<file path="config.mk">
export PLATFORM = sky130hd
export DESIGN_NAME = acp_config_port
export DESIGN_NICKNAME = d
export VERILOG_FILES = /design/src/rtl/acp_pkg.sv /design/src/rtl/acp_fifo.sv /design/src/rtl/acp_config_port.sv
export SDC_FILE = /design/constraint.sdc
export NUM_CORES = 1
export LEC_CHECK = 0
export ABC_AREA = 1
export BUFFER_PORTS_ARGS = -buffer_cell sky130_fd_sc_hd__buf_2
export CORE_AREA = 2 2 136 138
export CTS_BUF_LIST = sky130_fd_sc_hd__clkbuf_2
export DETAILED_ROUTE_END_ITERATION = 16
export DIE_AREA = 0 0 138 140
export PLACE_DENSITY = 0.7
export SLEW_MARGIN = 30
export SYNTH_ARGS = -nofsm -noshare
export SYNTH_HDL_FRONTEND = slang
export SYNTH_SLANG_ARGS = --single-unit
export TNS_END_PERCENT = 20
</file>
<file path="constraint.sdc">
create_clock -name CLK -period 2.79 [get_ports CLK]
set_input_delay 0 -clock CLK [delete_from_list [all_inputs] [get_ports CLK]]
set_output_delay 0 -clock CLK [all_outputs]
set_load 0.02 [all_outputs]
</file>
<file path="src/rtl/acp_pkg.sv">
// Constants, types and timing of the asynchronous peripheral configuration port
//////////////////////////////////////////////////////////////////////////////////////////////
// Contract
// - Both selects plus read strobe drive status
// - Status bit7 ready high, bits 0-6 high
// - Bit7 mirrors ready when selected and idle
// - No final byte, start-up never completes
// - Program low keeps clearing configuration memory
// - Program high: one more clear, then configure
// - Program low forces init output low
// - Init held low: clear, then wait
// - Init released: sample mode bits, get ready
// - Master waits up to 250 us more
// - Busy lasts 2 to 9 clock periods
// - Byte handling waits on previous byte, phase
// - Power-on-reset interval chosen by mode bits
// - Config clock delay and period by rate; code: delay fixed at CONFIG_CLOCK_DELAY_US, only period by rate
// - Busy on receive, ready after buffer transfer
// - Bytes double-buffered, then shifted out serially
//////////////////////////////////////////////////////////////////////////////////////////////
package acp_pkg;
   localparam int unsigned BYTE_W        = 8;
   localparam int unsigned LEN_W         = 16;
   localparam int unsigned CNT_W         = 24;
   localparam int unsigned DIV_W         = 6;
   localparam int unsigned FIFO_DEPTH    = 32;
   localparam int unsigned FIFO_WIDTH    = 1;

   // Synchronised pin vector layout
   localparam int unsigned PIN_CS_LOW_N  = 0;
   localparam int unsigned PIN_CS_HIGH   = 1;
   localparam int unsigned PIN_RS_N      = 2;
   localparam int unsigned PIN_WS_N      = 3;
   localparam int unsigned PIN_PROG_N    = 4;
   localparam int unsigned PIN_INIT      = 5;
   localparam int unsigned PIN_MODE      = 6;
   localparam int unsigned PIN_FAST      = 9;
   localparam int unsigned PIN_DATA      = 10;
   localparam int unsigned PIN_W         = 18;

   // Mode codes, M2:M1:M0
   localparam logic [2:0] MODE_MASTER_SER  = 3'h0;
   localparam logic [2:0] MODE_MASTER_LOW  = 3'h4;
   localparam logic [2:0] MODE_MASTER_HIGH = 3'h6;

   localparam logic [7:0] STATUS_LOW_BITS = 8'h7f;
   localparam logic [7:0] OE_ALL_OFF      = 8'hff;
   localparam logic [7:0] OE_ALL_ON       = 8'h00;
   localparam logic [7:0] OE_D7_ONLY      = 8'h7f;
   localparam int unsigned STATUS_RDY_BIT = 7;

   // Timing
   localparam int unsigned CLK_PERIOD_NS   = 20;
   localparam int unsigned POR_SLAVE_MS    = 10;
   localparam int unsigned POR_M0_HIGH_MS  = 10;
   localparam int unsigned POR_M0_LOW_MS   = 40;
   localparam int unsigned MASTER_WAIT_US  = 250;
   localparam int unsigned CONFIG_CLOCK_DELAY_US   = 40;
   localparam int unsigned CONFIG_CLOCK_SLOW_NS    = 640;
   localparam int unsigned CONFIG_CLOCK_FAST_NS    = 100;
   localparam int unsigned CLEAR_CYCLES    = 64;

   localparam int unsigned POR_SLAVE_CYC   = (POR_SLAVE_MS * 1000000 + CLK_PERIOD_NS - 1) / CLK_PERIOD_NS;
   localparam int unsigned POR_M0_HIGH_CYC = (POR_M0_HIGH_MS * 1000000 + CLK_PERIOD_NS - 1) / CLK_PERIOD_NS;
   localparam int unsigned POR_M0_LOW_CYC  = (POR_M0_LOW_MS * 1000000 + CLK_PERIOD_NS - 1) / CLK_PERIOD_NS;
   localparam int unsigned MASTER_WAIT_CYC = (MASTER_WAIT_US * 1000) / CLK_PERIOD_NS;
   localparam int unsigned CONFIG_CLOCK_DELAY_CYC  = (CONFIG_CLOCK_DELAY_US * 1000 + CLK_PERIOD_NS - 1) / CLK_PERIOD_NS;
   localparam int unsigned HALF_SLOW_CYC   = (CONFIG_CLOCK_SLOW_NS + 2 * CLK_PERIOD_NS - 1) / (2 * CLK_PERIOD_NS);
   localparam int unsigned HALF_FAST_CYC   = (CONFIG_CLOCK_FAST_NS + 2 * CLK_PERIOD_NS - 1) / (2 * CLK_PERIOD_NS);

   typedef enum logic [2:0] {
      ST_POR,
      ST_CLEAR,
      ST_INIT_WAIT,
      ST_MASTER_WAIT,
      ST_CONFIG_CLOCK_DELAY,
      ST_LOAD,
      ST_DONE
   } acp_state_t;
endpackage : acp_pkg

</file>
<file path="src/rtl/acp_fifo.sv">
// Parameterised FIFO with registered output stage
`timescale 1ns/10ps
module acp_fifo #(
   parameter int unsigned WIDTH = 1,
   parameter int unsigned DEPTH = 32
) (
   // Clock and reset
   input  wire logic             clk,
   input  wire logic             arst_n,
   // Fill side
   input  wire logic             in_valid,
   input  wire logic [WIDTH-1:0] in_data,
   output logic                  in_ready,
   // Drain side
   output logic                  out_valid,
   output logic      [WIDTH-1:0] out_data,
   input  wire logic             out_ready
);
   localparam int unsigned AW = $clog2(DEPTH);

   typedef struct packed {
      logic [DEPTH-1:0][WIDTH-1:0] mem;
      logic [AW-1:0]               wp;
      logic [AW-1:0]               rp;
      logic [AW:0]                 cnt;
      logic                        ov;
      logic [WIDTH-1:0]            od;
   } acp_fifo_t;

   acp_fifo_t r;
   acp_fifo_t next_r;
   logic      push;
   logic      pop;

   assign in_ready  = (r.cnt != (AW+1)'(DEPTH));
   assign out_valid = r.ov;
   assign out_data  = r.od;

   always_comb begin
      next_r = r;
      push   = in_valid && in_ready;
      pop    = (r.cnt != '0) && (!r.ov || out_ready);
      if (r.ov && out_ready) begin
         next_r.ov = 1'b0;
      end
      if (pop) begin
         next_r.od = r.mem[r.rp];
         next_r.ov = 1'b1;
         next_r.rp = r.rp + AW'(1);
      end
      if (push) begin
         next_r.mem[r.wp] = in_data;
         next_r.wp        = r.wp + AW'(1);
      end
      next_r.cnt = r.cnt + (AW+1)'(push) - (AW+1)'(pop);
   end

   always_ff @(posedge clk or negedge arst_n) begin
      if (!arst_n) begin
         r <= '0;
      end else begin
         r <= next_r;
      end
   end
endmodule : acp_fifo

</file>
<file path="src/rtl/acp_config_port.sv">
// Asynchronous peripheral configuration port: host byte interface, start-up sequencing, serialiser
`timescale 1ns/10ps
module acp_config_port
   import acp_pkg::*;
#(
   parameter int unsigned POR_SLAVE_CYCLES   = acp_pkg::POR_SLAVE_CYC,
   parameter int unsigned POR_M0_HIGH_CYCLES = acp_pkg::POR_M0_HIGH_CYC,
   parameter int unsigned POR_M0_LOW_CYCLES  = acp_pkg::POR_M0_LOW_CYC,
   parameter int unsigned MASTER_WAIT_CYCLES = acp_pkg::MASTER_WAIT_CYC
) (
   // Clock and reset
   input  wire logic                        CLK,
   input  wire logic                        ARST_N,
   // Host bus pins
   input  wire logic                        CHIP_SELECT_LOW_N,
   input  wire logic                        CHIP_SELECT_HIGH,
   input  wire logic                        STATUS_READ_STROBE_N,
   input  wire logic                        WRITE_STROBE_N,
   input  wire logic [acp_pkg::BYTE_W-1:0]  DATA_IN,
   output logic      [acp_pkg::BYTE_W-1:0]  DATA_OUT,
   output logic      [acp_pkg::BYTE_W-1:0]  DATA_OE_N,
   output logic                             READY_BUSY,
   // Start-up control pins
   input  wire logic                        PROGRAM_N,
   input  wire logic                        INIT_IN,
   output logic                             INIT_OUT,
   output logic                             INIT_OE_N,
   input  wire logic [2:0]                  MODE_BITS,
   input  wire logic                        FAST_RATE,
   // Configuration length and progress
   input  wire logic [acp_pkg::LEN_W-1:0]   LENGTH_COUNT,
   output logic      [2:0]                  MODE_CAPTURED,
   output logic                             MEM_CLEAR,
   output logic                             INTERNAL_RESET,
   output logic                             STARTUP_DONE,
   output logic                             CONFIG_CLOCK,
   // Serial configuration stream
   output logic                             CFG_BIT,
   output logic                             CFG_BIT_VALID,
   input  wire logic                        CFG_BIT_READY
);
   import acp_pkg::*;

   typedef struct packed {
      logic [PIN_W-1:0]  s1;
      logic [PIN_W-1:0]  s2;
      acp_state_t        st;
      logic [CNT_W-1:0]  cnt;
      logic [DIV_W-1:0]  div;
      logic              config_clock;
      logic              wr_act;
      logic [BYTE_W-1:0] wr_data;
      logic              in_full;
      logic              in_aged;
      logic [BYTE_W-1:0] in_byte;
      logic              sh_full;
      logic [BYTE_W-1:0] sh_reg;
      logic [2:0]        sh_bits;
      logic [LEN_W-1:0]  bytes;
      logic [2:0]        mode;
      logic [BYTE_W-1:0] d_out;
      logic [BYTE_W-1:0] d_oe_n;
      logic              init_oe_n;
      logic              rdy;
      logic              memclr;
      logic              irst;
      logic              done;
   } acp_top_t;

   localparam acp_top_t RESET_VAL = '{
      s1:        '0,
      s2:        '0,
      st:        ST_POR,
      cnt:       '0,
      div:       '0,
      config_clock:      1'b1,
      wr_act:    1'b0,
      wr_data:   '0,
      in_full:   1'b0,
      in_aged:   1'b0,
      in_byte:   '0,
      sh_full:   1'b0,
      sh_reg:    '0,
      sh_bits:   '0,
      bytes:     '0,
      mode:      '0,
      d_out:     '0,
      d_oe_n:    OE_ALL_OFF,
      init_oe_n: 1'b0,
      rdy:       1'b1,
      memclr:    1'b1,
      irst:      1'b1,
      done:      1'b0
   };

   acp_top_t r;
   acp_top_t next_r;

   logic             cs_ok;
   logic             wr_on;
   logic             rd_on;
   logic             prog_n;
   logic             init_hi;
   logic [2:0]       mode_pin;
   logic             pin_master;
   logic             cap_master;
   logic [CNT_W-1:0] por_len;
   logic [DIV_W-1:0] half;
   logic             tick;
   logic             fifo_valid;
   logic             fifo_ready;

   //////////////////////////////////////////////////////////////////////////////////////////
   // Serial stream buffer toward the configuration logic
   acp_fifo #(
      .WIDTH (FIFO_WIDTH),
      .DEPTH (FIFO_DEPTH)
   ) u_fifo (
      .clk       (CLK),
      .arst_n    (ARST_N),
      .in_valid  (fifo_valid),
      .in_data   (r.sh_reg[BYTE_W-1]),
      .in_ready  (fifo_ready),
      .out_valid (CFG_BIT_VALID),
      .out_data  (CFG_BIT),
      .out_ready (CFG_BIT_READY)
   );

   //////////////////////////////////////////////////////////////////////////////////////////
   // Next-state logic
   always_comb begin
      next_r     = r;
      next_r.s1  = {DATA_IN, FAST_RATE, MODE_BITS, INIT_IN, PROGRAM_N,
                    WRITE_STROBE_N, STATUS_READ_STROBE_N, CHIP_SELECT_HIGH, CHIP_SELECT_LOW_N};
      next_r.s2  = r.s1;
      cs_ok      = !r.s2[PIN_CS_LOW_N] && r.s2[PIN_CS_HIGH];
      wr_on      = cs_ok && !r.s2[PIN_WS_N] && r.s2[PIN_RS_N];
      rd_on      = cs_ok && !r.s2[PIN_RS_N];
      prog_n     = r.s2[PIN_PROG_N];
      init_hi    = r.s2[PIN_INIT];
      mode_pin   = r.s2[PIN_MODE +: 3];
      pin_master = (mode_pin == MODE_MASTER_SER) || (mode_pin == MODE_MASTER_LOW)
                   || (mode_pin == MODE_MASTER_HIGH);
      cap_master = (r.mode == MODE_MASTER_SER) || (r.mode == MODE_MASTER_LOW)
                   || (r.mode == MODE_MASTER_HIGH);
      if (!pin_master) begin
         por_len = CNT_W'(POR_SLAVE_CYCLES);
      end else if (mode_pin[0]) begin
         por_len = CNT_W'(POR_M0_HIGH_CYCLES);
      end else begin
         por_len = CNT_W'(POR_M0_LOW_CYCLES);
      end
      half       = r.s2[PIN_FAST] ? DIV_W'(HALF_FAST_CYC) : DIV_W'(HALF_SLOW_CYC);
      tick       = 1'b0;
      fifo_valid = 1'b0;

      // Sequencer
      case (r.st)
         ST_POR: begin
            next_r.cnt = r.cnt + CNT_W'(1);
            if (r.cnt >= por_len - CNT_W'(1)) begin
               next_r.st  = ST_CLEAR;
               next_r.cnt = '0;
            end
         end
         ST_CLEAR: begin
            next_r.cnt = r.cnt + CNT_W'(1);
            if (!prog_n) begin
               next_r.cnt = '0;
            end else if (r.cnt == CNT_W'(CLEAR_CYCLES - 1)) begin
               next_r.st  = ST_INIT_WAIT;
               next_r.cnt = '0;
            end
         end
         ST_INIT_WAIT: begin
            if (init_hi) begin
               next_r.mode = mode_pin;
               next_r.st   = pin_master ? ST_MASTER_WAIT : ST_CONFIG_CLOCK_DELAY;
            end
         end
         ST_MASTER_WAIT: begin
            next_r.cnt = r.cnt + CNT_W'(1);
            if (r.cnt == CNT_W'(MASTER_WAIT_CYCLES - 1)) begin
               next_r.st  = ST_CONFIG_CLOCK_DELAY;
               next_r.cnt = '0;
            end
         end
         ST_CONFIG_CLOCK_DELAY: begin
            next_r.cnt = r.cnt + CNT_W'(1);
            if (r.cnt == CNT_W'(CONFIG_CLOCK_DELAY_CYC - 1)) begin
               next_r.st  = ST_LOAD;
               next_r.cnt = '0;
               next_r.div = '0;
            end
         end
         ST_LOAD: begin
            // Config clock divider; rising edge is the work tick
            if (r.div >= half - DIV_W'(1)) begin
               next_r.div  = '0;
               next_r.config_clock = !r.config_clock;
               tick        = !r.config_clock;
            end else begin
               next_r.div = r.div + DIV_W'(1);
            end
            // Byte accepted on the trailing edge of the write condition
            if (wr_on) begin
               next_r.wr_data = r.s2[PIN_DATA +: BYTE_W];
            end
            if (r.wr_act && !wr_on && !r.in_full) begin
               next_r.in_full = 1'b1;
               next_r.in_aged = 1'b0;
               next_r.in_byte = r.wr_data;
            end
            // Shift register feeds one bit per tick while the FIFO has room
            if (tick && r.sh_full) begin
               fifo_valid = 1'b1;
               if (fifo_ready) begin
                  next_r.sh_reg  = {r.sh_reg[BYTE_W-2:0], 1'b0};
                  next_r.sh_bits = r.sh_bits + 3'h1;
                  if (r.sh_bits == 3'h7) begin
                     next_r.sh_full = 1'b0;
                  end
               end
            end
            // Input buffer hands over on the second tick after capture, once shifter is empty
            if (tick && r.in_full) begin
               if (!r.in_aged) begin
                  next_r.in_aged = 1'b1;
               end else if (!r.sh_full) begin
                  next_r.sh_reg  = r.in_byte;
                  next_r.sh_full = 1'b1;
                  next_r.sh_bits = '0;
                  next_r.in_full = 1'b0;
                  next_r.bytes   = r.bytes + LEN_W'(1);
               end
            end
            if ((r.bytes == LENGTH_COUNT) && !r.in_full && !r.sh_full) begin
               next_r.st   = ST_DONE;
               next_r.config_clock = 1'b1;
            end
         end
         ST_DONE: begin
            next_r.config_clock = 1'b1;
         end
         default: begin
            next_r.st = ST_POR;
         end
      endcase
      next_r.wr_act = wr_on && (r.st == ST_LOAD);

      // Program low restarts the clear from any state after power-on
      if (!prog_n && (r.st != ST_POR)) begin
         next_r.st      = ST_CLEAR;
         next_r.cnt     = '0;
         next_r.in_full = 1'b0;
         next_r.sh_full = 1'b0;
         next_r.bytes   = '0;
         next_r.config_clock    = 1'b1;
      end

      // Outputs
      next_r.init_oe_n = !((next_r.st == ST_POR) || (next_r.st == ST_CLEAR));
      next_r.memclr    = (next_r.st == ST_POR) || (next_r.st == ST_CLEAR);
      next_r.irst      = (next_r.st != ST_DONE);
      next_r.done      = (next_r.st == ST_DONE);
      next_r.rdy       = !next_r.in_full;
      next_r.d_out     = STATUS_LOW_BITS;
      next_r.d_out[STATUS_RDY_BIT] = r.rdy;
      if (rd_on) begin
         next_r.d_oe_n = OE_ALL_ON;
      end else if (cs_ok && r.s2[PIN_WS_N]) begin
         next_r.d_oe_n = OE_D7_ONLY;
      end else begin
         next_r.d_oe_n = OE_ALL_OFF;
      end
   end

   //////////////////////////////////////////////////////////////////////////////////////////
   // State register
   always_ff @(posedge CLK or negedge ARST_N) begin
      if (!ARST_N) begin
         r <= RESET_VAL;
      end else begin
         r <= next_r;
      end
   end

   //////////////////////////////////////////////////////////////////////////////////////////
   // Output wiring
   assign DATA_OUT       = r.d_out;
   assign DATA_OE_N      = r.d_oe_n;
   assign READY_BUSY     = r.rdy;
   assign INIT_OUT       = 1'b0;
   assign INIT_OE_N      = r.init_oe_n;
   assign MODE_CAPTURED  = r.mode;
   assign MEM_CLEAR      = r.memclr;
   assign INTERNAL_RESET = r.irst;
   assign STARTUP_DONE   = r.done;
   assign CONFIG_CLOCK   = r.config_clock;
endmodule : acp_config_port

</file>
After elaboration in Yosys (flattened, before gate mapping)
Index checks and enable logic that the tools add are counted.
Word-level totals
  flip-flop bits (word level): 191
  bits of input ports: 37
  output and inout port bits: 28
  logic and storage cells: 194
Cells by class
  add/subtract/negate cells: 10
  order comparisons: 5
  equality and inequality tests: 20
  multiplexer cells: 49
  reduce and logical (&&, ||, !) cells: 50
Operator list (count)
  27-bit 2-to-1 mux: 4
  24-bit one-hot mux with 4 select lines: 1
  28-bit 2-to-1 mux: 3
  24-bit 2-to-1 mux: 2
  38-bit 2-to-1 mux: 1
  33-bit 2-to-1 mux: 1
  32-bit bitwise mux: 1
  24-bit by 1-bit adder with 24-bit output (second input constant): 1
  24-bit by 11-bit == test with 1-bit output (second input constant): 1
  24-bit by 14-bit == test with 1-bit output (second input constant): 1
  24-bit by 6-bit == test with 1-bit output (second input constant): 1
  24-bit greater-or-equal comparator: 1
  12-bit 2-to-1 mux: 2
  24-bit by 1-bit subtractor with 24-bit output (second input constant): 1
  3-bit == test (second input constant): 7
  21-bit 2-to-1 mux: 1
  3-bit one-hot mux with 7 select lines: 1
  1-bit logical AND: 17
  16-bit by 1-bit adder with 16-bit output (second input constant): 1
  16-bit == test: 1
  1-bit 2-to-1 mux: 16
  16-bit 2-to-1 mux: 1
  8-bit 2-to-1 mux: 2
  5-bit by 6-bit < comparator with 1-bit output (second input constant): 2
  other kinds (33): 64

Depth between registers and ports, before layout
Gate-level depths: netlist of run 1.
  depth after elaboration: 14
  depth in mapped cells: 16
  gate-level depth less buffers: 15

By module
From an unflattened synthesis of run 1, not the netlist that was laid out.
Second synthesis, totals
  cells, all modules: 1212
  area, all modules: 9908.3 um2
Modules (own cells, without submodules)
  acp_config_port: times used 1, cells an instance 890, area each 7120.6 um2, sequential area each 3235.6 um2
  acp_fifo: times used 1, cells an instance 322, area each 2787.7 um2, sequential area each 1251.2 um2

Worst setup path after synthesis of run 1
No wires, ideal clock.
  path kind: register to register
  start: register r[75] (netlist name)
  end: register u_fifo.r[6] (netlist name)
  setup time: 0.079 ns
  arrival time: 2.480 ns
  required time: 2.711 ns
  setup slack: 0.231 ns
  cell stages (with the launch flop): 16
  path buffers: 1
  clock period less this slack: 2.559 ns
  cells stage by stage: dfrtp_1 -> ha_1 -> nand2_1 -> inv_1 -> nand4_1 -> nand3_1 -> nand3_2 -> nor2_1 -> buf_2 -> ha_1 -> inv_1 -> fa_1 -> inv_1 -> a21oi_1 -> o21ai_0 -> xor2_1
RTL lines
  from (decl): RTL line acp_config_port.sv:96  | acp_top_t r;
  from (signal assigned): RTL line acp_config_port.sv:284  | r <= next_r;
  to (signal assigned): RTL line acp_fifo.sv:62  | r <= next_r;
  to (decl): RTL line acp_fifo.sv:30  | acp_fifo_t r;

Worst setup path after layout of run 1
  start: register r[30] (netlist name)
  end: register r, in the netlist CONFIG_CLOCK
Between the ends
  word-level cells in the longest chain between the ends: 6
  elaborated cells between the ends (all ways): 8
  those cells by class: eq/ne: 2; mux: 3; reduce/logical: 3
RTL lines
  16-bit == test (*): RTL line acp_config_port.sv:237  | if ((r.bytes == LENGTH_COUNT) && !r.in_full && !r.sh_full) begin
  1-bit logical AND (*) (2 in series): RTL line acp_config_port.sv:237
  1-bit 2-to-1 mux: RTL line acp_config_port.sv:237
  1-bit one-hot mux with 2 select lines: RTL line acp_config_port.sv:158  | case (r.st)
  1-bit 2-to-1 mux: RTL line acp_config_port.sv:252  | if (!prog_n && (r.st != ST_POR)) begin
Every way passes the cells marked *; elsewhere a longest branch is shown, timed or not.
A chain may end at the register's enable or synchronous reset.

==> results of run 1 <==
[metrics by stage]
stage	std cells	setup WS [ns]	util [%]	hold slack, ns
after CTS	1577	0.0732	61.9	0.0357
after global placement	1491	0.276	57.0	0.0644
after detailed placement	1491	0.143	57.0	0.0728
final	1580	0.220	62.2	0.110
after global routing	1580	-0.00990	62.2	0.0241
after floorplan	1248	0.231	-	-0.296
[registers in the layout, summed over array words and instances, names as in the netlist]
name,cells
next_r,18
init_hi,1
DATA_OUT,2
MEM_CLEAR,1
INIT_OE_N,1
r,93
CONFIG_CLOCK,1
mode_pin,3
u_fifo.out_valid,1
READY_BUSY,1
prog_n,1
STARTUP_DONE,1
INTERNAL_RESET,1
MODE_CAPTURED,3
DATA_OE_N,2
u_fifo.r,48
u_fifo.out_data,1
[layout make-up]
| type | count | area, um2 |
|---|---|---|
| diodes | 1 | 2.50 |
| flip-flops and latches | 179 | 4490 |
| fillers | 1642 | 6730 |
| well taps | 229 | 287 |
| inverters | 136 | 510 |
| multi-input cells | 865 | 4390 |
| clock buffers | 17 | 85.1 |
| clock inverters | 15 | 235 |
| repair buffers | 138 | 1050 |
[cells in the final DEF (no fill, tap or decap), types with 2 or more instances in the layout]
cell	netlist	routed
nand3_1	132	131
o21ai_0	79	78
nor3_4	2	2
ha_1	33	33
or2_2	2	2
dlygate4sd3_1	0	53
buf_2	16	62
nor2_2	5	5
o211ai_1	6	6
dfstp_2	6	6
o21ai_1	11	12
bufinv_16	0	2
nand4_1	42	42
xnor2_1	13	13
inv_8	0	5
xor2_1	27	27
o21bai_1	4	4
conb_1	2	5
nand2_1	337	336
nor3_1	27	27
clkinv_8	0	6
nor2_1	105	104
dfrtp_2	0	3
dfrtp_1	173	170
nand3b_1	2	2
inv_2	2	2
inv_1	134	134
a21oi_1	8	8
o31ai_1	9	9
a32o_1	2	2
o22ai_1	3	3
buf_4	21	20
clkbuf_2	0	17
[report_power, final]
part	switching, mW	internal [mW]
clock network	1.07	0.502
logic	0.630	0.435
registers	0.121	2.74
[per-layer routing]
layer | vias to the layer above | track usage, % | routed length, um
met3 | 21 | 4.00 | 741
met1 | 3891 | 31.0 | 10000
met4 | 0 | 6.28 | 363
met5 | - | 0 | 0
li1 | 4190 | - | -
met2 | 167 | 40.8 | 10600
[timing repair]
item / 4_1_cts / 5_1_grt
resized for setup: 0 / 9
endpoints found under the setup margin: 0 / 6
endpoints found under the hold margin: 211 / 0
buffers inserted: 0 / 2
hold buffers: 54 / 0
[final timing paths]
path                       slack, ns               end     startpoint  cells after the start
min reg2reg                     0.39            r[106]    next_r[106]                      0
max                             0.22      CONFIG_CLOCK          r[30]                     10
max reg2reg                     0.22      CONFIG_CLOCK          r[30]                     10
min                             0.11  u_fifo.out_valid  CFG_BIT_READY                      5
max in group asynchronous       2.04             r[29]         ARST_N                      4
min in group asynchronous       0.34    INTERNAL_RESET         ARST_N                      3
[worst max-delay path, delay by kind of cell, from the launching register on]
| kind | cells | cell delay [ns] |
|---|---|---|
| xor+xnor | 1 | 0.20 |
| buf+inv | 2 | 1.17 |
| flops | 1 | 0.53 |
| simple gates | 7 | 0.67 |
[logic make-up after synthesis]
| kind of cell | count (synthesis) | share of synthesized area [%] |
|---|---|---|
| multiplexers | 2 | 0.219 |
| flip-flops | 179 | 46.1 |
| AO/OA/AOI/OAI | 125 | 7.14 |
| adder cells (fa/ha/maj) | 34 | 4.45 |
| buffers and inverters | 204 | 9.12 |
| AND/OR/NAND/NOR | 659 | 29.3 |
| XOR/XNOR | 40 | 3.60 |
| other | 2 | 0.0772 |
==> metrics, run 1 <==
status=finished clean; class of the worst hold path=primary input to flip-flop; Yosys cell types=41; max incr delay on CP=0.61 ns; Die Y=140 um; crit path DAT=3.31 ns; Wirelength per Cell=about 14 um; Placer Congestion=0.879; ranking of synthesized cells by area=dfrtp_1 (45%), nand2_1 (13%), nand3_1 (6.8%); WL final=roughly 22000 um; DRT iter0 DRCs=495; vias in the first global route=about 8000; fmax=approximately 0.39 GHz; Synth async-reset ratio=100%; VDD IR max=376 uV; Core Area=17800 um2; max cap viols=0; layout cells sized above 1=a little over a tenth; Seq cells post-synth=179; synthesized cell area=between 9000 and 10000 um2; Die W=approximately 140 um; DR vias/cell=between 5 and 6; RSZ-0062 raised after global routing=yes; Critical Path End Type=flip-flop; DR DRC count=0; Worst-Margin Slew=0.786 ns; worst-case clock buffer depth=2; crit path kind=flip-flop to flip-flop; Placed Area=slightly above 10000 um2; dpl hpwl=between 10000 and 15000 um; Period minus WS final=between 2 and 3 ns; Clock transition at path regs=0.30 ns; Initial Util=a little over half; Root Buffer=clkbuf_2; CP Data Required Time=around 3.5 ns; EDFF count, synth=0; I/O Buffers=63; setup TNS=0 ns; Final Hold Viols=0; sequential area share after synthesis=roughly 46%; worst clock skew=roughly 0.025 ns; fin crit share=just over 90%; initial antenna violation count=1; Rows=slightly below 50; syn avg cell area=about 7.8 um2; Synth warnings=0; CP max stage cell=dlygate4sd3_1; First-pass DRT Iterations=5; PwrDens=roughly 500 nW/um2; Inserted Clock Buffers=17; normalized max-slew margin=a little under half; Setup crit start kind=flip-flop; Post-synth top flop=dfrtp_1; H-tree levels=4; number of nets with antenna violations after routing=0; worst path cell trace=xnor2_1 -> nand2_1 -> dlygate4sd3_1 -> nor3_1 -> dlygate4sd3_1 -> nand3_1 -> nand2_1 -> nand2_1 -> nand2_1 -> nand2_1; I/O pin count=between 60 and 70; GRT Residual Overflow=0; clock latency at the later pin of the worst-skew pair=0.76 ns; Syn-to-layout area delta=13.6%; top cells by count, synth=nand2_1 (337), dfrtp_1 (173), inv_1 (134), nand3_1 (132), nor2_1 (105); post-synth top area cell=dfrtp_1; Vias=just over 8000; Mapped Cells=1245; Max Transition Viols Final=0; gr usage total=23.6%; CP max FO=7; largest net degree at the start of global routing=68; Leak Pwr=5.46 nW; Final Instance Area=11100 um2; total power=between 5 and 6 mW; CP dominant cell by count=nand2_1; most common cell in the synthesized netlist=nand2_1; die area=approximately 19000 um2; # setup viols final=0; first-pass GRT wire length=~38000 um; CTS tree=built; share of the synthesized area in the top cell type=44.5%; clk sinks=between 150 and 200; nets@finish=~1400
Note: power is estimated with default switching activity, not from simulation.
==> run 2, diff against run 1 <==
--- a/config.mk
+++ b/config.mk
@@ -12,6 +12,7 @@
 export DETAILED_ROUTE_END_ITERATION = 16
 export DIE_AREA = 0 0 138 140
 export PLACE_DENSITY = 0.7
+export RECOVER_POWER = 50
 export SLEW_MARGIN = 30
 export SYNTH_ARGS = -nofsm -noshare
 export SYNTH_HDL_FRONTEND = slang
==> run 2 against run 1 <==
Total power decreased by 0.11%. Clock power about the same. Final cell count unchanged. Sequential cell count unchanged. Wire length decreased by 0.40%. Largest cell class unchanged.
==> metrics, run 2 (synthesis results as in run 1) <==
status=finished clean; normalized max-slew margin=5.17% (-42 points); DRT iter0 DRCs=503 (+1.6%); GRT Residual Overflow=0 (unchanged); DR DRC count=0 (unchanged); DR vias/cell=5.24 (+0.11%); Rows=49 (unchanged); max reg flops=93 (unchanged); hold endpoint=u_fifo.out_valid; VDD IR max=376 uV (about the same); most common cell after layout, fill and taps aside=nand2_1; Biggest register=r; # setup viols final=0 (unchanged); crit path DAT=3.31 ns (about the same); nets@finish=1408 (unchanged); most frequent cells in the layout=nand2_1 (336), dfrtp_1 (170), inv_1 (134); hold path depth=5 (unchanged); first-pass GRT wire length=37800 um (unchanged); buffer and inverter count on the worst path=2 (unchanged); Initial Util=54.7% (unchanged); # fillers=1644 (+0.12%); worst clock skew=0.0249 ns (+0.000266 ns); layout cells sized above 1=10.4% (-0.22 points); clk sinks=179 (unchanged); Period minus WS final=2.58 ns (+0.00679 ns); RSZ-0062 raised after global routing=yes; Max Transition Viols Final=0 (unchanged); I/O Buffers=63 (unchanged); Inserted Clock Buffers=17 (unchanged); R2R depth=10 (unchanged); worst-case clock buffer depth=2 (unchanged); max cap viols=0 (unchanged); Final Hold Viols=0 (unchanged); CTS tree=built; worst r2r dst=CONFIG_CLOCK; I/O pin count=65 (unchanged); Placer Congestion=0.879 (unchanged); fmax=0.388 GHz (-0.26%); Inst Count DP=1491 (unchanged); vias in the first global route=7956 (unchanged); CP max FO=7 (unchanged); Die W=138 um (unchanged); final worst slack=0.213 ns (-0.00679 ns); max incr delay on CP=0.61 ns (about the same); Clock transition at path regs=0.31 ns (about the same); PwrDens=498 nW/um2 (+0.18%); CP delay by family, top=buffers and inverters; fin crit share=92.4% (+0.24 points); hold_sp=CFG_BIT_READY; CP dominant cell by count=nand2_1; Critical Path End Type=flip-flop; worst path cell trace=xnor2_1 -> nand2_1 -> dlygate4sd3_1 -> nor3_1 -> dlygate4sd3_1 -> nand3_1 -> nand2_1 -> nand2_1 -> nand2_1 -> nand2_1; Wirelength per Cell=13.7 um (-0.40%); Vias=8278 (+0.11%); Worst-Margin Slew=1.42 ns (+0.637 ns); WL final=21600 um (-0.40%); origin of the critical flop-to-flop path=r[30]; Root Buffer=clkbuf_2; number of nets with antenna violations after routing=0 (unchanged); r2r setup slk=0.21 ns (about the same); clock latency at the later pin of the worst-skew pair=0.76 ns (about the same); initial antenna violation count=1 (unchanged); Syn-to-layout area delta=13.3%; Die Y=140 um (unchanged); gr usage total=23.6% (unchanged); Leak Pwr=5.44 nW (-0.34%); First-pass DRT Iterations=5 (unchanged); CP max stage cell=dlygate4sd3_1; die area=19300 um2 (unchanged); Setup crit start kind=flip-flop; H-tree levels=4 (unchanged); Final Non-Filler Cells=1580 (unchanged); largest net degree at the start of global routing=68 (unchanged); crit path kind=flip-flop to flip-flop; class of the worst hold path=primary input to flip-flop; Core Area=17800 um2 (unchanged); worst slack at placement=0.143 ns (unchanged); CP Data Required Time=3.52 ns (about the same); dpl hpwl=14900 um (unchanged)
==> run 2: worst register-to-register path: cells and delay by family (launching register included) <==
kind	cells	cell delay [ns]
buf+inv	2	1.17
simple gates	7	0.68
flops	1	0.54
xor+xnor	1	0.20
==> run 2: final cells by class <==
type | instances | area, um2 | area share [%]
Sequential cell | 179 | 4490 | 40.8
Multi-Input combinational cell | 865 | 4390 | 39.8
Timing Repair Buffer | 138 | 1020 | 9.26
Inverter | 136 | 510 | 4.63
Tap cell | 229 | 287 | 2.60
Clock inverter | 15 | 235 | 2.13
Clock buffer | 17 | 85.1 | 0.772
Antenna cell | 1 | 2.50 | 0.0227
==> run 2: stage by stage <==
stage          hold slack, ns  total power, mW  area, um2  utilization (%)  setup TNS, ns
2_1_floorplan          -0.296             3.60       9740                -              0
3_3_place_gp           0.0644             3.89      10100             57.0              0
3_5_place_dp           0.0728             3.90      10100             57.0              0
4_1_cts                0.0357             5.56      11000             61.9              0
5_1_grt                0.0241             5.84      11000             62.0       -0.00990
6_report                0.115             5.49      11000             62.0              0
==> run 2: report_power, final <==
group          switching [mW]  leakage (nW)  internal (mW)
logic                   0.628          2.91          0.430
clock network            1.07         0.182          0.502
registers               0.121          2.35           2.74
total                    1.82          5.44           3.67
==> run 2: worst max path at each step <==
stage / start / endpoint / slack (ns) / cells after the start
6_report: r[30] / CONFIG_CLOCK / 0.21 / 10
2_1_floorplan: r[75] / u_fifo.r[6] / 0.23 / 15
5_1_grt: u_fifo.r[4] / u_fifo.r[6] / -0.01 / 14
4_1_cts: r[74] / u_fifo.r[6] / 0.07 / 14
3_5_place_dp: r[74] / u_fifo.r[6] / 0.14 / 14
3_3_place_gp: r[75] / u_fifo.r[6] / 0.28 / 14
==> run 2: timing repair <==
action,4_1_cts,5_1_grt
buffers inserted,0,2
gates resized for setup,0,9
endpoints found under the hold margin,211,0
endpoints found under the setup margin,0,6
hold buffers,54,0
==> run 2: metal layers <==
metal / vias to the layer above / wire (um) / track usage, % / share of wire (%)
li1: 4196 / - / - / -
met1: 3896 / 9840 / 31.0 / 45
met2: 165 / 10700 / 40.8 / 49
met3: 21 / 819 / 4.00 / 3.8
met4: 0 / 303 / 6.28 / 1.4
met5: - / 0 / 0 / 0
==> run 3, diff against run 2 <==
--- a/config.mk
+++ b/config.mk
@@ -13,6 +13,7 @@
 export DIE_AREA = 0 0 138 140
 export PLACE_DENSITY = 0.7
 export RECOVER_POWER = 50
+export SETUP_SLACK_MARGIN = 0.5
 export SLEW_MARGIN = 30
 export SYNTH_ARGS = -nofsm -noshare
 export SYNTH_HDL_FRONTEND = slang
==> run 3 against run 2 <==
Maximum frequency is 10% higher. Wire length grew 2.3%. Clock skew increased by 0.022 ns. Die area stayed put. Highest routed layer unchanged. Count of clock-buffer cells in the layout unchanged. Via count rose by 0.91%. Core utilization grew 1.3 points. Final cell count rose by 1.0%.
==> metrics, run 3 (synthesis results as in run 1) <==
top sig layer=met4; fin crit share=84.0% (-8.4 points); VDD IR max=533 uV (+42%); # fillers=1598 (-2.8%); max cap viols=0 (unchanged); worst path cell trace=ha_1 -> nand2_1 -> inv_2 -> nand4_1 -> nand3_2 -> nand3_4 -> nor2_4 -> ha_4 -> inv_2 -> fa_2 -> inv_2 -> a21oi_2 -> o21ai_1 -> xor2_1; First-pass DRT Iterations=7 (+2); Die W=138 um (unchanged); Vias=8353 (+0.91%); R2R depth=14 (+4); origin of the critical flop-to-flop path=r[114]; Syn-to-layout area delta=15.6%; vias in the first global route=7765 (-2.4%); final worst slack=0.446 ns (+0.234 ns); largest net degree at the start of global routing=102 (+50%); # setup viols final=0 (unchanged); worst clock skew=0.0472 ns (+0.0222 ns); Wirelength per Cell=13.9 um (+1.3%); Leak Pwr=5.53 nW (+1.8%); layout cells sized above 1=12.9% (+2.4 points); initial antenna violation count=1 (unchanged); hold_ws=0.295 ns (+0.181 ns); Worst-Margin Slew=0.972 ns (-0.451 ns); I/O Buffers=63 (unchanged); worst-case clock buffer depth=2 (unchanged); class of the worst hold path=primary input to async pin; max reg flops=93 (unchanged); crit path DAT=3.10 ns (-0.21 ns); CTS tree=built; worst r2r dst=u_fifo.r[6]; Placed Area=10200 um2 (+0.52%); number of nets with antenna violations after routing=0 (unchanged); CP max FO=5 (-2); WL final=22200 um (+2.3%); total power=5.44 mW (-0.99%); crit path capture=u_fifo.r[6]; CP dominant cell by count=inv_2; Inserted Clock Buffers=17 (unchanged); Max Transition Viols Final=0 (unchanged); Die Y=140 um (unchanged); Final Instance Area=11200 um2 (+2.1%); dpl hpwl=14500 um (-3.2%); routed wire length on met2=10100 um (-5.5%); Initial Util=54.7% (unchanged); Core Area=17800 um2 (unchanged); crit path kind=flip-flop to flip-flop; Met3 Routed Length=1170 um (+42%); Rows=49 (unchanged); CP max stage cell=dfrtp_1; status=finished clean; gr usage total=23.2% (-0.41 points); die area=19300 um2 (unchanged); RSZ-0062 raised after global routing=yes; I/O pin count=65 (unchanged); Final Hold Viols=0 (unchanged); max incr delay on CP=0.50 ns (-0.11 ns); DR vias/cell=5.23 (-0.11%); DR DRC count=0 (unchanged); nets@finish=1424 (+1.1%); H-tree levels=4 (unchanged); Critical Path End Type=flip-flop; Clock transition at path regs=0.32 ns (about the same); most common cell after layout, fill and taps aside=nand2_1; Biggest register=r; first-pass GRT wire length=37200 um (-1.7%); GRT Residual Overflow=0 (unchanged); clk sinks=179 (unchanged); DRT iter0 DRCs=752 (+50%); Critical path origin=r[114]; r2r setup slk=0.45 ns (+0.23 ns); normalized max-slew margin=35.2% (+30 points); worst slack at placement=0.307 ns (+0.164 ns); CP Data Required Time=3.55 ns (+0.03 ns); setup TNS=0 ns (unchanged); PwrDens=483 nW/um2 (-3.0%); fmax=0.427 GHz (+10%); Placer Congestion=0.931 (+6.0%); Period minus WS final=2.34 ns (-0.234 ns); Setup crit start kind=flip-flop; most frequent cells in the layout=nand2_1 (332), dfrtp_1 (173), nand3_1 (130); Root Buffer=clkbuf_2; met1 WL=10600 um (+7.6%); clock latency at the later pin of the worst-skew pair=0.81 ns (+0.05 ns)
==> run 3: cell types whose count changed in the layout (fill, tap and decap cells not counted), moves of 4 or more <==
cell,change
buf_4,+11
inv_1,-7
inv_2,+7
ha_1,-4
nand2_1,-4
==> run 3: how the worst min path moves through the flow <==
stage / from / slack (ns) / to / depth (start not counted)
after floorplan: ARST_N / -0.30 / DATA_OUT[6] / 0
after global placement: DATA_IN[1] / 0.11 / next_r[116] / 1
after detailed placement: DATA_IN[5] / 0.11 / next_r[120] / 1
final: ARST_N / 0.30 / r[28] / 3
after CTS: LENGTH_COUNT[4] / 0.28 / INTERNAL_RESET / 8
after global routing: DATA_IN[0] / 0.27 / next_r[115] / 3
==> run 3: timing repair <==
item / 4_1_cts / 5_1_grt
buffers inserted: 4 / 6
pin swaps: 4 / 14
hold buffers: 56 / 0
gates cloned: 1 / 1
setup endpoints to repair: 44 / 63
endpoints found under the hold margin: 212 / 0
gates resized for setup: 10 / 28
==> run 3: final cells by class <==
class	instances	area (um2)	area share (%)
Multi-Input combinational cell	866	4510	40.1
Sequential cell	179	4490	39.9
Timing Repair Buffer	153	1170	10.4
Inverter	136	510	4.54
Tap cell	229	287	2.55
Clock inverter	15	198	1.76
Clock buffer	17	85.1	0.757
Antenna cell	1	2.50	0.0223
==> run 3: metrics by stage <==
stage | util (%) | std cells
after floorplan | - | 1248
after global placement | 57.3 | 1495
after detailed placement | 57.3 | 1495
after CTS | 62.4 | 1588
after global routing | 63.2 | 1596
final | 63.2 | 1596
==> run 3: power breakdown <==
part,switching (mW),total (mW),internal [mW]
Sequential,0.121,2.86,2.74
Combinational,0.653,1.13,0.477
Clock,1.12,1.45,0.335
==> run 3: routing by layer <==
layer	vias up	track usage, %
li1	4217	-
met1	3854	32.9
met2	250	37.5
met3	32	4.38
met4	0	4.99
met5	-	0
==> run 3: worst max-delay path, delay by kind of cell (launching register included) <==
kind | cells | cell delay [ns]
AOI/OAI and AO/OA | 2 | 0.19
xor gates and xnor gates | 1 | 0.15
and+or+nand+nor | 5 | 0.53
adders and majority gates | 3 | 0.80
buffers and inverters | 3 | 0.14
DFF | 1 | 0.50
